`config.mk`:
```
export PLATFORM = sky130hd
export DESIGN_NAME = rsc_top
export DESIGN_NICKNAME = d
export VERILOG_FILES = /design/src/hw/rsc_pkg.sv /design/src/hw/rsc_top.sv /design/src/hw/rsc_sync.sv /design/src/hw/rsc_startup_timer.sv
export SDC_FILE = /design/constraint.sdc
export NUM_CORES = 1
export LEC_CHECK = 0
export BUFFER_PORTS_ARGS = -buffer_cell sky130_fd_sc_hd__buf_2
export CAP_MARGIN = 20
export CORE_MARGIN = 3
export CORE_UTILIZATION = 49
export DETAILED_ROUTE_END_ITERATION = 12
export GPL_TIMING_DRIVEN = 0
export PLACE_DENSITY = 0.8
export SETUP_SLACK_MARGIN = 0.2
export SLEW_MARGIN = 20
export SYNTH_ARGS = -nofsm -noshare
export SYNTH_HDL_FRONTEND = slang
export SYNTH_SLANG_ARGS = --single-unit
```
`constraint.sdc`:
```
create_clock -name ref_clk -period 1.75 [get_ports ref_clk]
set_input_delay 0.175 -clock ref_clk [delete_from_list [all_inputs] [get_ports ref_clk]]
set_output_delay 0.175 -clock ref_clk [all_outputs]
set_load 0.02 [all_outputs]
```
`src/hw/rsc_pkg.sv`:
```
// constants, field layouts and types shared by the reset source controller
package rsc_pkg;
  // axi4-lite register map, byte addresses
  localparam int ADDR_W = 5;
  localparam int DATA_W = 32;
  localparam logic [ADDR_W-1:0] REG_CTRL = 5'h00;
  localparam logic [ADDR_W-1:0] REG_STATUS = 5'h04;
  localparam logic [ADDR_W-1:0] REG_EVENT = 5'h08;
  localparam logic [ADDR_W-1:0] REG_EVCLR = 5'h0c;
  localparam logic [ADDR_W-1:0] REG_EVEN = 5'h10;

  // control register fields
  localparam int CTRL_CLKSRC_LSB = 0;
  localparam int CTRL_SHORT_BIT = 2;
  localparam logic [2:0] CTRL_RESET = 3'h0;

  // status register fields
  localparam int STATUS_TO_BIT = 0;
  localparam int STATUS_PDF_BIT = 1;
  localparam int STATUS_CAUSE_LSB = 2;
  localparam int STATUS_BUSY_BIT = 4;

  // event bits, one per reset cause, indexed by cause code
  localparam int NUM_EVENTS = 4;
  localparam logic [NUM_EVENTS-1:0] EVEN_RESET = 4'h0;

  // start-up timer lengths in system clock cycles
  localparam int SST_LONG_CYCLES = 1024;
  localparam int SST_SHORT_CYCLES = 2;
  localparam int SST_W = 11;

  localparam logic [1:0] RESP_OKAY = 2'h0;
  localparam logic [1:0] RESP_SLVERR = 2'h2;

  typedef enum logic [1:0] {
    CLK_EXTERNAL_RC = 2'h0,
    CLK_INTERNAL_RC = 2'h1,
    CLK_HIGH_FREQ_CRYSTAL = 2'h2,
    CLK_LOW_FREQ_CRYSTAL = 2'h3
  } rsc_clksrc_t;

  // priority order: lower code wins
  typedef enum logic [1:0] {
    CAUSE_POWER_ON = 2'h0,
    CAUSE_PIN_OR_LOW_VOLTAGE = 2'h1,
    CAUSE_WATCHDOG_RUN = 2'h2,
    CAUSE_WATCHDOG_SLEEP = 2'h3
  } rsc_cause_t;

  typedef enum logic [2:0] {
    ST_RUN = 3'b001,
    ST_HOLD = 3'b010,
    ST_START = 3'b100
  } rsc_state_t;

  // initialisation controls towards core and peripherals
  typedef struct packed {
    logic coreHold;
    logic pcClear;
    logic spToTop;
    logic spToZero;
    logic intDisable;
    logic timerOff;
    logic prescalerClear;
    logic portsInput;
    logic watchdogClear;
    logic wakeCore;
  } rsc_init_t;

  typedef struct packed {
    logic watchdogTimeoutFlag;
    logic powerdownFlag;
  } rsc_flags_t;
endpackage

```
`src/hw/rsc_top.sv`:
```
// reset source controller: cause detection, flags, start-up timing, axi4-lite registers
//
// Added by the designer: the placing of the registers and the AXI4-Lite slave port.
`timescale 1ns/1ps
module rsc_top
  import rsc_pkg::*;
(
  input wire logic ref_clk,
  input wire logic rst_n,
  input wire logic porDetect,
  input wire logic extResetPin_n,
  input wire logic lowVoltageReset,
  input wire logic watchdogOverflow,
  input wire logic coreSleeping,
  input wire logic haltExec,
  input wire logic clrWdtExec,
  input wire logic [ADDR_W-1:0] s_axi_awaddr,
  input wire logic s_axi_awvalid,
  output logic s_axi_awready,
  input wire logic [DATA_W-1:0] s_axi_wdata,
  input wire logic [DATA_W/8-1:0] s_axi_wstrb,
  input wire logic s_axi_wvalid,
  output logic s_axi_wready,
  output logic [1:0] s_axi_bresp,
  output logic s_axi_bvalid,
  input wire logic s_axi_bready,
  input wire logic [ADDR_W-1:0] s_axi_araddr,
  input wire logic s_axi_arvalid,
  output logic s_axi_arready,
  output logic [DATA_W-1:0] s_axi_rdata,
  output logic [1:0] s_axi_rresp,
  output logic s_axi_rvalid,
  input wire logic s_axi_rready,
  output rsc_init_t rstCtl,
  output rsc_cause_t resetCause,
  output rsc_flags_t flags,
  output logic irq
);
  rsc_state_t state;
  rsc_state_t next_state;
  rsc_cause_t next_cause;
  rsc_clksrc_t ctrlClkSrc;
  logic ctrlShortSst;
  logic [2:0] pinSync;
  logic srcPor;
  logic srcPin;
  logic sstStart;
  logic sstBusy;
  logic sstDone;
  logic shortAllowed;
  logic causeEntry;
  logic fullReset;
  logic [NUM_EVENTS-1:0] evStatus;
  logic [NUM_EVENTS-1:0] evEnable;
  logic [NUM_EVENTS-1:0] evSet;
  logic [NUM_EVENTS-1:0] evClr;
  logic [ADDR_W-1:0] awAddrQ;
  logic [DATA_W-1:0] wDataQ;
  logic [DATA_W/8-1:0] wStrbQ;
  logic wrEn;
  logic wrMapped;

  // pins are asynchronous; the pin reset idles high
  rsc_sync #(
    .W(3),
    .RST_VAL(3'b010)
  ) u_sync (
    .ref_clk(ref_clk),
    .rst_n(rst_n),
    .d({porDetect, extResetPin_n, lowVoltageReset}),
    .q(pinSync)
  );

  assign srcPor = pinSync[2];
  assign srcPin = ~pinSync[1] | pinSync[0];

  // short start-up only for rc clock sources
  assign shortAllowed = ctrlShortSst &&
      (ctrlClkSrc == CLK_EXTERNAL_RC || ctrlClkSrc == CLK_INTERNAL_RC);

  rsc_startup_timer #(
    .LONG_CYCLES(SST_LONG_CYCLES),
    .SHORT_CYCLES(SST_SHORT_CYCLES),
    .CNT_W(SST_W)
  ) u_sst (
    .ref_clk(ref_clk),
    .rst_n(rst_n),
    .start(sstStart),
    .abort(state != ST_START),
    .shortMode(shortAllowed),
    .busy(sstBusy),
    .done(sstDone)
  );

  // cause selection; power-on beats pin/low-voltage beats watchdog
  always_comb begin
    next_state = state;
    next_cause = resetCause;
    unique case (state)
      ST_RUN: begin
        if (srcPor) begin
          next_state = ST_HOLD;
          next_cause = CAUSE_POWER_ON;
        end else if (srcPin) begin
          next_state = ST_HOLD;
          next_cause = CAUSE_PIN_OR_LOW_VOLTAGE;
        end else if (watchdogOverflow) begin
          next_state = ST_START;
          next_cause = coreSleeping ? CAUSE_WATCHDOG_SLEEP : CAUSE_WATCHDOG_RUN;
        end
      end
      ST_HOLD: begin
        if (srcPor) begin
          next_cause = CAUSE_POWER_ON;
        end else if (!srcPin) begin
          next_state = ST_START;
        end
      end
      ST_START: begin
        if (srcPor) begin
          next_state = ST_HOLD;
          next_cause = CAUSE_POWER_ON;
        end else if (srcPin) begin
          next_state = ST_HOLD;
          if (resetCause != CAUSE_POWER_ON) begin
            next_cause = CAUSE_PIN_OR_LOW_VOLTAGE;
          end
        end else if (sstDone) begin
          next_state = ST_RUN;
        end
      end
    endcase
  end

  // controller reset behaves as a power-on event
  always_ff @(posedge ref_clk) begin
    if (!rst_n) begin
      state <= ST_HOLD;
      resetCause <= CAUSE_POWER_ON;
      sstStart <= 1'b0;
    end else begin
      state <= next_state;
      resetCause <= next_cause;
      sstStart <= (next_state == ST_START) && (state != ST_START);
    end
  end

  // a watchdog reset while running goes through the same sequence as a pin reset
  assign fullReset = (next_state != ST_RUN) && (next_cause != CAUSE_WATCHDOG_SLEEP);

  always_ff @(posedge ref_clk) begin
    if (!rst_n) begin
      rstCtl <= '{coreHold: 1'b1, pcClear: 1'b1, spToTop: 1'b1, spToZero: 1'b0,
                  intDisable: 1'b1, timerOff: 1'b1, prescalerClear: 1'b1,
                  portsInput: 1'b1, watchdogClear: 1'b1, wakeCore: 1'b0};
    end else begin
      rstCtl <= '0;
      if (fullReset) begin
        rstCtl.coreHold <= 1'b1;
        rstCtl.pcClear <= 1'b1;
        rstCtl.spToTop <= 1'b1;
        rstCtl.intDisable <= 1'b1;
        rstCtl.timerOff <= 1'b1;
        rstCtl.prescalerClear <= 1'b1;
        rstCtl.portsInput <= 1'b1;
        rstCtl.watchdogClear <= 1'b1;
      end
      // sleeping core keeps everything but pc and sp; it resumes at zero
      if (state == ST_START && sstDone && resetCause == CAUSE_WATCHDOG_SLEEP) begin
        rstCtl.pcClear <= 1'b1;
        rstCtl.spToZero <= 1'b1;
        rstCtl.wakeCore <= 1'b1;
      end
    end
  end

  // status flags; hardware reset events are applied last so they win
  always_ff @(posedge ref_clk) begin
    if (!rst_n) begin
      flags <= '0;
    end else begin
      if (clrWdtExec) begin
        flags.watchdogTimeoutFlag <= 1'b0;
        flags.powerdownFlag <= 1'b0;
      end
      if (haltExec) begin
        flags.watchdogTimeoutFlag <= 1'b0;
        flags.powerdownFlag <= 1'b1;
      end
      // pin or low-voltage entry writes nothing here, leaving both flags
      if (next_state == ST_HOLD && next_cause == CAUSE_POWER_ON) begin
        flags.watchdogTimeoutFlag <= 1'b0;
        flags.powerdownFlag <= 1'b0;
      end else if (state == ST_RUN && next_state == ST_START) begin
        flags.watchdogTimeoutFlag <= 1'b1;
        if (next_cause == CAUSE_WATCHDOG_SLEEP) begin
          flags.powerdownFlag <= 1'b1;
        end
      end
    end
  end

  // one event per reset entry or cause upgrade
  assign causeEntry = (state == ST_RUN && next_state != ST_RUN) ||
      (state != ST_RUN && next_cause != resetCause);
  assign evSet = causeEntry ? (NUM_EVENTS'(1) << next_cause) : '0;
  assign evClr = (wrEn && awAddrQ == REG_EVCLR && wStrbQ[0]) ?
      wDataQ[NUM_EVENTS-1:0] : '0;

  for (genvar i = 0; i < NUM_EVENTS; i++) begin : g_event
    always_ff @(posedge ref_clk) begin
      if (!rst_n) begin
        evStatus[i] <= 1'b0;
      end else if (evSet[i]) begin
        evStatus[i] <= 1'b1;
      end else if (evClr[i]) begin
        evStatus[i] <= 1'b0;
      end
    end
  end

  always_ff @(posedge ref_clk) begin
    if (!rst_n) begin
      irq <= 1'b0;
    end else begin
      irq <= |(evStatus & evEnable);
    end
  end

  // axi4-lite write: address and data taken in either order, one write at a time
  assign wrEn = !s_axi_awready && !s_axi_wready && !s_axi_bvalid;
  assign wrMapped = (awAddrQ == REG_CTRL) || (awAddrQ == REG_STATUS) ||
      (awAddrQ == REG_EVENT) || (awAddrQ == REG_EVCLR) || (awAddrQ == REG_EVEN);

  always_ff @(posedge ref_clk) begin
    if (!rst_n) begin
      s_axi_awready <= 1'b1;
      s_axi_wready <= 1'b1;
      s_axi_bvalid <= 1'b0;
      s_axi_bresp <= RESP_OKAY;
      awAddrQ <= '0;
      wDataQ <= '0;
      wStrbQ <= '0;
    end else begin
      if (s_axi_awvalid && s_axi_awready) begin
        s_axi_awready <= 1'b0;
        awAddrQ <= {s_axi_awaddr[ADDR_W-1:2], 2'b00};
      end
      if (s_axi_wvalid && s_axi_wready) begin
        s_axi_wready <= 1'b0;
        wDataQ <= s_axi_wdata;
        wStrbQ <= s_axi_wstrb;
      end
      if (wrEn) begin
        s_axi_bvalid <= 1'b1;
        s_axi_bresp <= wrMapped ? RESP_OKAY : RESP_SLVERR;
      end else if (s_axi_bvalid && s_axi_bready) begin
        s_axi_bvalid <= 1'b0;
        s_axi_awready <= 1'b1;
        s_axi_wready <= 1'b1;
      end
    end
  end

  // control register settings take effect at the next start-up timer load; event enables act on irq from the next edge
  always_ff @(posedge ref_clk) begin
    if (!rst_n) begin
      ctrlClkSrc <= rsc_clksrc_t'(CTRL_RESET[CTRL_CLKSRC_LSB +: 2]);
      ctrlShortSst <= CTRL_RESET[CTRL_SHORT_BIT];
      evEnable <= EVEN_RESET;
    end else if (wrEn && wStrbQ[0]) begin
      if (awAddrQ == REG_CTRL) begin
        ctrlClkSrc <= rsc_clksrc_t'(wDataQ[CTRL_CLKSRC_LSB +: 2]);
        ctrlShortSst <= wDataQ[CTRL_SHORT_BIT];
      end
      if (awAddrQ == REG_EVEN) begin
        evEnable <= wDataQ[NUM_EVENTS-1:0];
      end
    end
  end

  // axi4-lite read, one cycle after the address is taken
  function automatic logic [DATA_W-1:0] readReg(input logic [ADDR_W-1:0] addr);
    logic [DATA_W-1:0] v;
    v = '0;
    unique case ({addr[ADDR_W-1:2], 2'b00})
      REG_CTRL: begin
        v[CTRL_CLKSRC_LSB +: 2] = ctrlClkSrc;
        v[CTRL_SHORT_BIT] = ctrlShortSst;
      end
      REG_STATUS: begin
        v[STATUS_TO_BIT] = flags.watchdogTimeoutFlag;
        v[STATUS_PDF_BIT] = flags.powerdownFlag;
        v[STATUS_CAUSE_LSB +: 2] = resetCause;
        v[STATUS_BUSY_BIT] = (state != ST_RUN) || sstBusy;
      end
      REG_EVENT: v[NUM_EVENTS-1:0] = evStatus;
      REG_EVEN: v[NUM_EVENTS-1:0] = evEnable;
      default: v = '0;
    endcase
    return v;
  endfunction

  always_ff @(posedge ref_clk) begin
    if (!rst_n) begin
      s_axi_arready <= 1'b1;
      s_axi_rvalid <= 1'b0;
      s_axi_rdata <= '0;
      s_axi_rresp <= RESP_OKAY;
    end else if (s_axi_arvalid && s_axi_arready) begin
      s_axi_arready <= 1'b0;
      s_axi_rvalid <= 1'b1;
      s_axi_rdata <= readReg(s_axi_araddr);
      s_axi_rresp <= ({s_axi_araddr[ADDR_W-1:2], 2'b00} > REG_EVEN) ? RESP_SLVERR : RESP_OKAY;
    end else if (s_axi_rvalid && s_axi_rready) begin
      s_axi_rvalid <= 1'b0;
      s_axi_arready <= 1'b1;
    end
  end
endmodule

```
`src/hw/rsc_sync.sv`:
```
// two-stage synchroniser for asynchronous pin inputs
`timescale 1ns/1ps
module rsc_sync
  import rsc_pkg::*;
#(
  parameter int W = 1,
  parameter logic [W-1:0] RST_VAL = '0
) (
  input wire logic ref_clk,
  input wire logic rst_n,
  input wire logic [W-1:0] d,
  output logic [W-1:0] q
);
  logic [W-1:0] meta;

  always_ff @(posedge ref_clk) begin
    if (!rst_n) begin
      meta <= RST_VAL;
      q <= RST_VAL;
    end else begin
      meta <= d;
      q <= meta;
    end
  end
endmodule

```
`src/hw/rsc_startup_timer.sv`:
```
// start-up timer: counts a long or short delay after a load pulse
`timescale 1ns/1ps
module rsc_startup_timer
  import rsc_pkg::*;
#(
  parameter int LONG_CYCLES = SST_LONG_CYCLES,
  parameter int SHORT_CYCLES = SST_SHORT_CYCLES,
  parameter int CNT_W = SST_W
) (
  input wire logic ref_clk,
  input wire logic rst_n,
  input wire logic start,
  input wire logic abort,
  input wire logic shortMode,
  output logic busy,
  output logic done
);
  logic [CNT_W-1:0] count;

  always_ff @(posedge ref_clk) begin
    if (!rst_n) begin
      count <= '0;
      busy <= 1'b0;
      done <= 1'b0;
    end else begin
      done <= 1'b0;
      if (start) begin
        busy <= 1'b1;
        count <= shortMode ? CNT_W'(SHORT_CYCLES - 1) : CNT_W'(LONG_CYCLES - 1);
      end else if (abort) begin
        busy <= 1'b0;
      end else if (busy) begin
        if (count == '0) begin
          busy <= 1'b0;
          done <= 1'b1;
        end else begin
          count <= count - CNT_W'(1);
        end
      end
    end
  end
endmodule

```
==> results.py <==
metrics = {
    "outcome": {
        "status": "completed",
    },
    "synth": {
        "synth_commonest_cells": "dfxtp_1 (62), buf_4 (37), a21oi_1 (32)",
        "synth_seq_cells": 62,
        "yosysWarnings": 0,
        "yosys-top-cells-area": "dfxtp_1 (41%), buf_4 (9.2%), a21oi_1 (5.3%)",
        "synth_edf_count": 0,
        "seq_area_frac_synth": 0.409,
        "yosysMostFrequentCell": "dfxtp_1",
        "async_flop_share": 0,
        "netlist_instances": 354,
        "avgSynthCellArea_um2": 8.57,
        "synth_largest_area_cell": "dfxtp_1",
        "synthFlopType": "dfxtp_1",
        "synth_area_mm2": 0.00304,
        "yosysUniqueCellTypes": 59,
        "synth.top_cell.area_share": 0.409,
    },
    "power_and_ir_drop": {
        "power.internal_w": 0.00289,
        "p_sw_frac": 0.273,
        "power_density_mw_per_mm2": 990,
        "max-vdd-ir-drop_v": 0.000563,
        "p_seq_frac": 0.406,
        "cellLeakagePower_nw": 1.77,
        "power_frac_clock": 0.395,
        "combPwrFrac": 0.199,
        "p_switching_w": 0.00109,
    },
    "critical_path": {
        "cp.arrival_ns": 1.95,
        "crit_required_ns": 1.99,
        "critPathKind": "flop to flop",
        "r2r_slack_ns": 0.04,
        "crit_cells": 6,
        "crit_start": "u_sst.count[3]$_SDFFE_PN0P_",
        "critPathTopFamily": "compound AO/OA/AOI/OAI gates",
        "rr_worst_depth": 6,
        "rr_startpoint": "u_sst.count[3]$_SDFFE_PN0P_",
        "critPathLaunchType": "flop",
        "path_max_fanout": 8,
        "r2r-end": "u_sst.count[1]$_SDFFE_PN0P_",
        "cp_cell_sequence": "nor4_4, nand4b_1, o31a_1, buf_6, mux2i_1, a22o_1",
        "endpoint_kind": "flop",
        "crit_end": "u_sst.count[1]$_SDFFE_PN0P_",
        "cpPeakStageDelay_ns": 0.37,
        "critPathBufInv": 1,
        "crit_slowest_cell": "dfxtp_4",
    },
    "route": {
        "vias_per_cell": 5.34,
        "initialDrtViolationCount": 180,
        "drc": 0,
        "detail_route.wl_per_cell_um": 14.1,
        "vias": 2852,
        "drtPass1Iterations": 5,
        "ant_nets": 0,
        "wl_um": 7550,
    },
    "floorplan": {
        "die_height_um": 84.7,
        "io_pins": 116,
        "rows": 28,
        "dieArea_mm2": 0.00717,
        "core_area_mm2": 0.00596,
        "die_x_um": 84.7,
        "initial_core_util": 0.510,
    },
    "global_routing": {
        "antenna_found_initial": 0,
        "grt_max_degree": 11,
        "grt_pass1_wl_um": 11900,
        "grtUsageTotal": 0.205,
        "grt-ovfl-total": 0,
        "grt_pass1_vias": 2532,
    },
    "sta": {
        "setup_viol": 0,
        "maxSlewHeadroom": 0.552,
        "tightestPinTransition_ns": 0.665,
        "rsz0062_at_grt": "yes",
        "fin_skew_ns": 0.00416,
        "slew_violations": 0,
        "fmax_mhz": 586,
        "post-route-min-period_ns": 1.71,
        "hold_viol_final": 0,
        "period_share": 0.975,
        "finalSetupTns_ns": 0,
    },
    "placed_design": {
        "hpwl_um": 5010,
        "portBuffers": 49,
        "place.gp.congestion": 0.845,
        "placed_area_mm2": 0.00349,
    },
    "finish": {
        "n_antenna_cell": 0,
        "nets": 515,
        "area_growth_pct": 32.5,
        "fin_area_mm2": 0.00402,
        "drive_gt1_frac": 0.349,
    },
    "clock_network": {
        "clk_pin_slew_ns": 0.07,
        "htree_levels": 3,
        "insertion_delay_ns": 0.34,
        "cts.path.max_buffers": 2,
        "cts-root-buf": "clkbuf_8",
        "cts_buffers": 9,
        "cts_tree": "done",
        "clock-sinks": 62,
    },
    "worst_hold_path": {
        "hold_class": "primary input to flop",
        "worstHoldStart": "porDetect",
    },
    "run": {
        "drv_cap": 0,
    },
}
## power groups by stage
stage	Clock [W]	Sequential, W	Combinational (W)
2_1_floorplan	0	0.00164	0.000473
3_3_place_gp	0	0.00162	0.000634
3_5_place_dp	0	0.00163	0.000648
4_1_cts	0.00159	0.00160	0.000692
5_1_grt	0.00166	0.00163	0.000859
6_report	0.00157	0.00162	0.000793
## sequential cells by signal (all words and copies together) (netlist names), 2 cells and up
| name | count |
|---|---|
| u_sst.count | 11 |
| s_axi_rdata | 5 |
| evEnable | 4 |
| evStatus | 4 |
| wDataQ | 4 |
| awAddrQ | 3 |
| rstCtl | 3 |
| state | 3 |
| u_sync.meta | 3 |
| u_sync.q | 3 |
| ctrlClkSrc | 2 |
| flags | 2 |
| resetCause | 2 |
## per-layer routing
layer / share of wire / routed length (µm) / up-vias / global-route usage
met3: 0.085 / 645 / 25 / 0.0756
met5: 0 / 0 / - / 0
li1: - / - / 1394 / -
met2: 0.48 / 3620 / 119 / 0.335
met1: 0.41 / 3100 / 1314 / 0.244
met4: 0.024 / 182 / 0 / 0.0820
## logic make-up after synthesis
logic type	Yosys count	synth area share
other	1	0.00124
DFF	62	0.409
buffers and inverters	66	0.134
adders and majority gates	1	0.00412
muxes	12	0.0396
and+or+nand+nor	119	0.212
xor gates and xnor gates	2	0.00577
AOI/OAI and AO/OA	91	0.195
## cell usage in the layout (no fill, tap or decap), types with 3 or more instances in the layout
master and n:
a21oi_1 30, a22oi_1 5, a31o_2 4, a32o_1 3, and2_1 6, buf_2 49, buf_4 47, buf_6 3
bufinv_16 3, clkbuf_1 9, clkbuf_8 11, conb_1 29, dfxtp_1 53, dfxtp_2 7, inv_1 15, mux2i_1 12
nand2_1 26, nand2b_1 10, nand3_1 13, nand3b_1 3, nor2_1 21, nor2b_1 3, nor3_1 5, nor4_4 3
o211ai_1 3, o21ai_0 16, o21ai_1 3, o22ai_1 4, or3_1 3
## worst min-delay path by stage
stage / to / slack, ns / depth (start not counted)
after global routing: u_sync.meta[0]$_SDFF_PN0_ / 0.04 / 2
after global placement: u_sync.meta[1]$_SDFF_PN1_ / 0.36 / 2
final: u_sync.meta[2]$_SDFF_PN0_ / 0.05 / 2
after CTS: u_sync.meta[2]$_SDFF_PN0_ / 0.03 / 2
after detailed placement: u_sync.meta[1]$_SDFF_PN1_ / 0.36 / 2
after floorplan: s_axi_awready$_SDFF_PN1_ / 0.28 / 1
## worst reg2reg max path, cell delays in order, from the launching register on
cell	delay (ns)
dfxtp_4	0.37
nor4_4	0.24
nand4b_1	0.23
o31a_1	0.31
buf_6	0.15
mux2i_1	0.12
a22o_1	0.18
## per-stage QoR
step	power, W	utilization	instances	worst slack [ns]	hold slack, ns
floorplan	0.00211	-	382	0.196	0.275
global placement	0.00226	0.587	506	0.0498	0.360
detailed placement	0.00227	0.587	506	0.00926	0.363
CTS	0.00388	0.648	527	0.0513	0.0347
global route	0.00415	0.675	534	-0.0374	0.0393
finish	0.00398	0.675	534	0.0431	0.0461
## what timing repair did
| item | in CTS | in global routing |
|---|---|---|
| setup buffers | 4 | 7 |
| hold buffers | 1 | 0 |
| hold endpoints to repair | 1 | 0 |
| resized for setup | 19 | 30 |
| pin swaps | 6 | 14 |
| setup endpoints to repair | 20 | 26 |
| gates cloned | 0 | 0 |
## layout make-up
type,instances,area (µm²)
tap,75,93.8
clock buffer,13,159
timing repair buffer,61,338
buffer,50,360
clock inverter,3,90.1
sequential,62,1260
fill,496,1930
inverter,16,60.1
multi-input combinational,254,1660
Note: power is estimated with default switching activity, not from simulation.
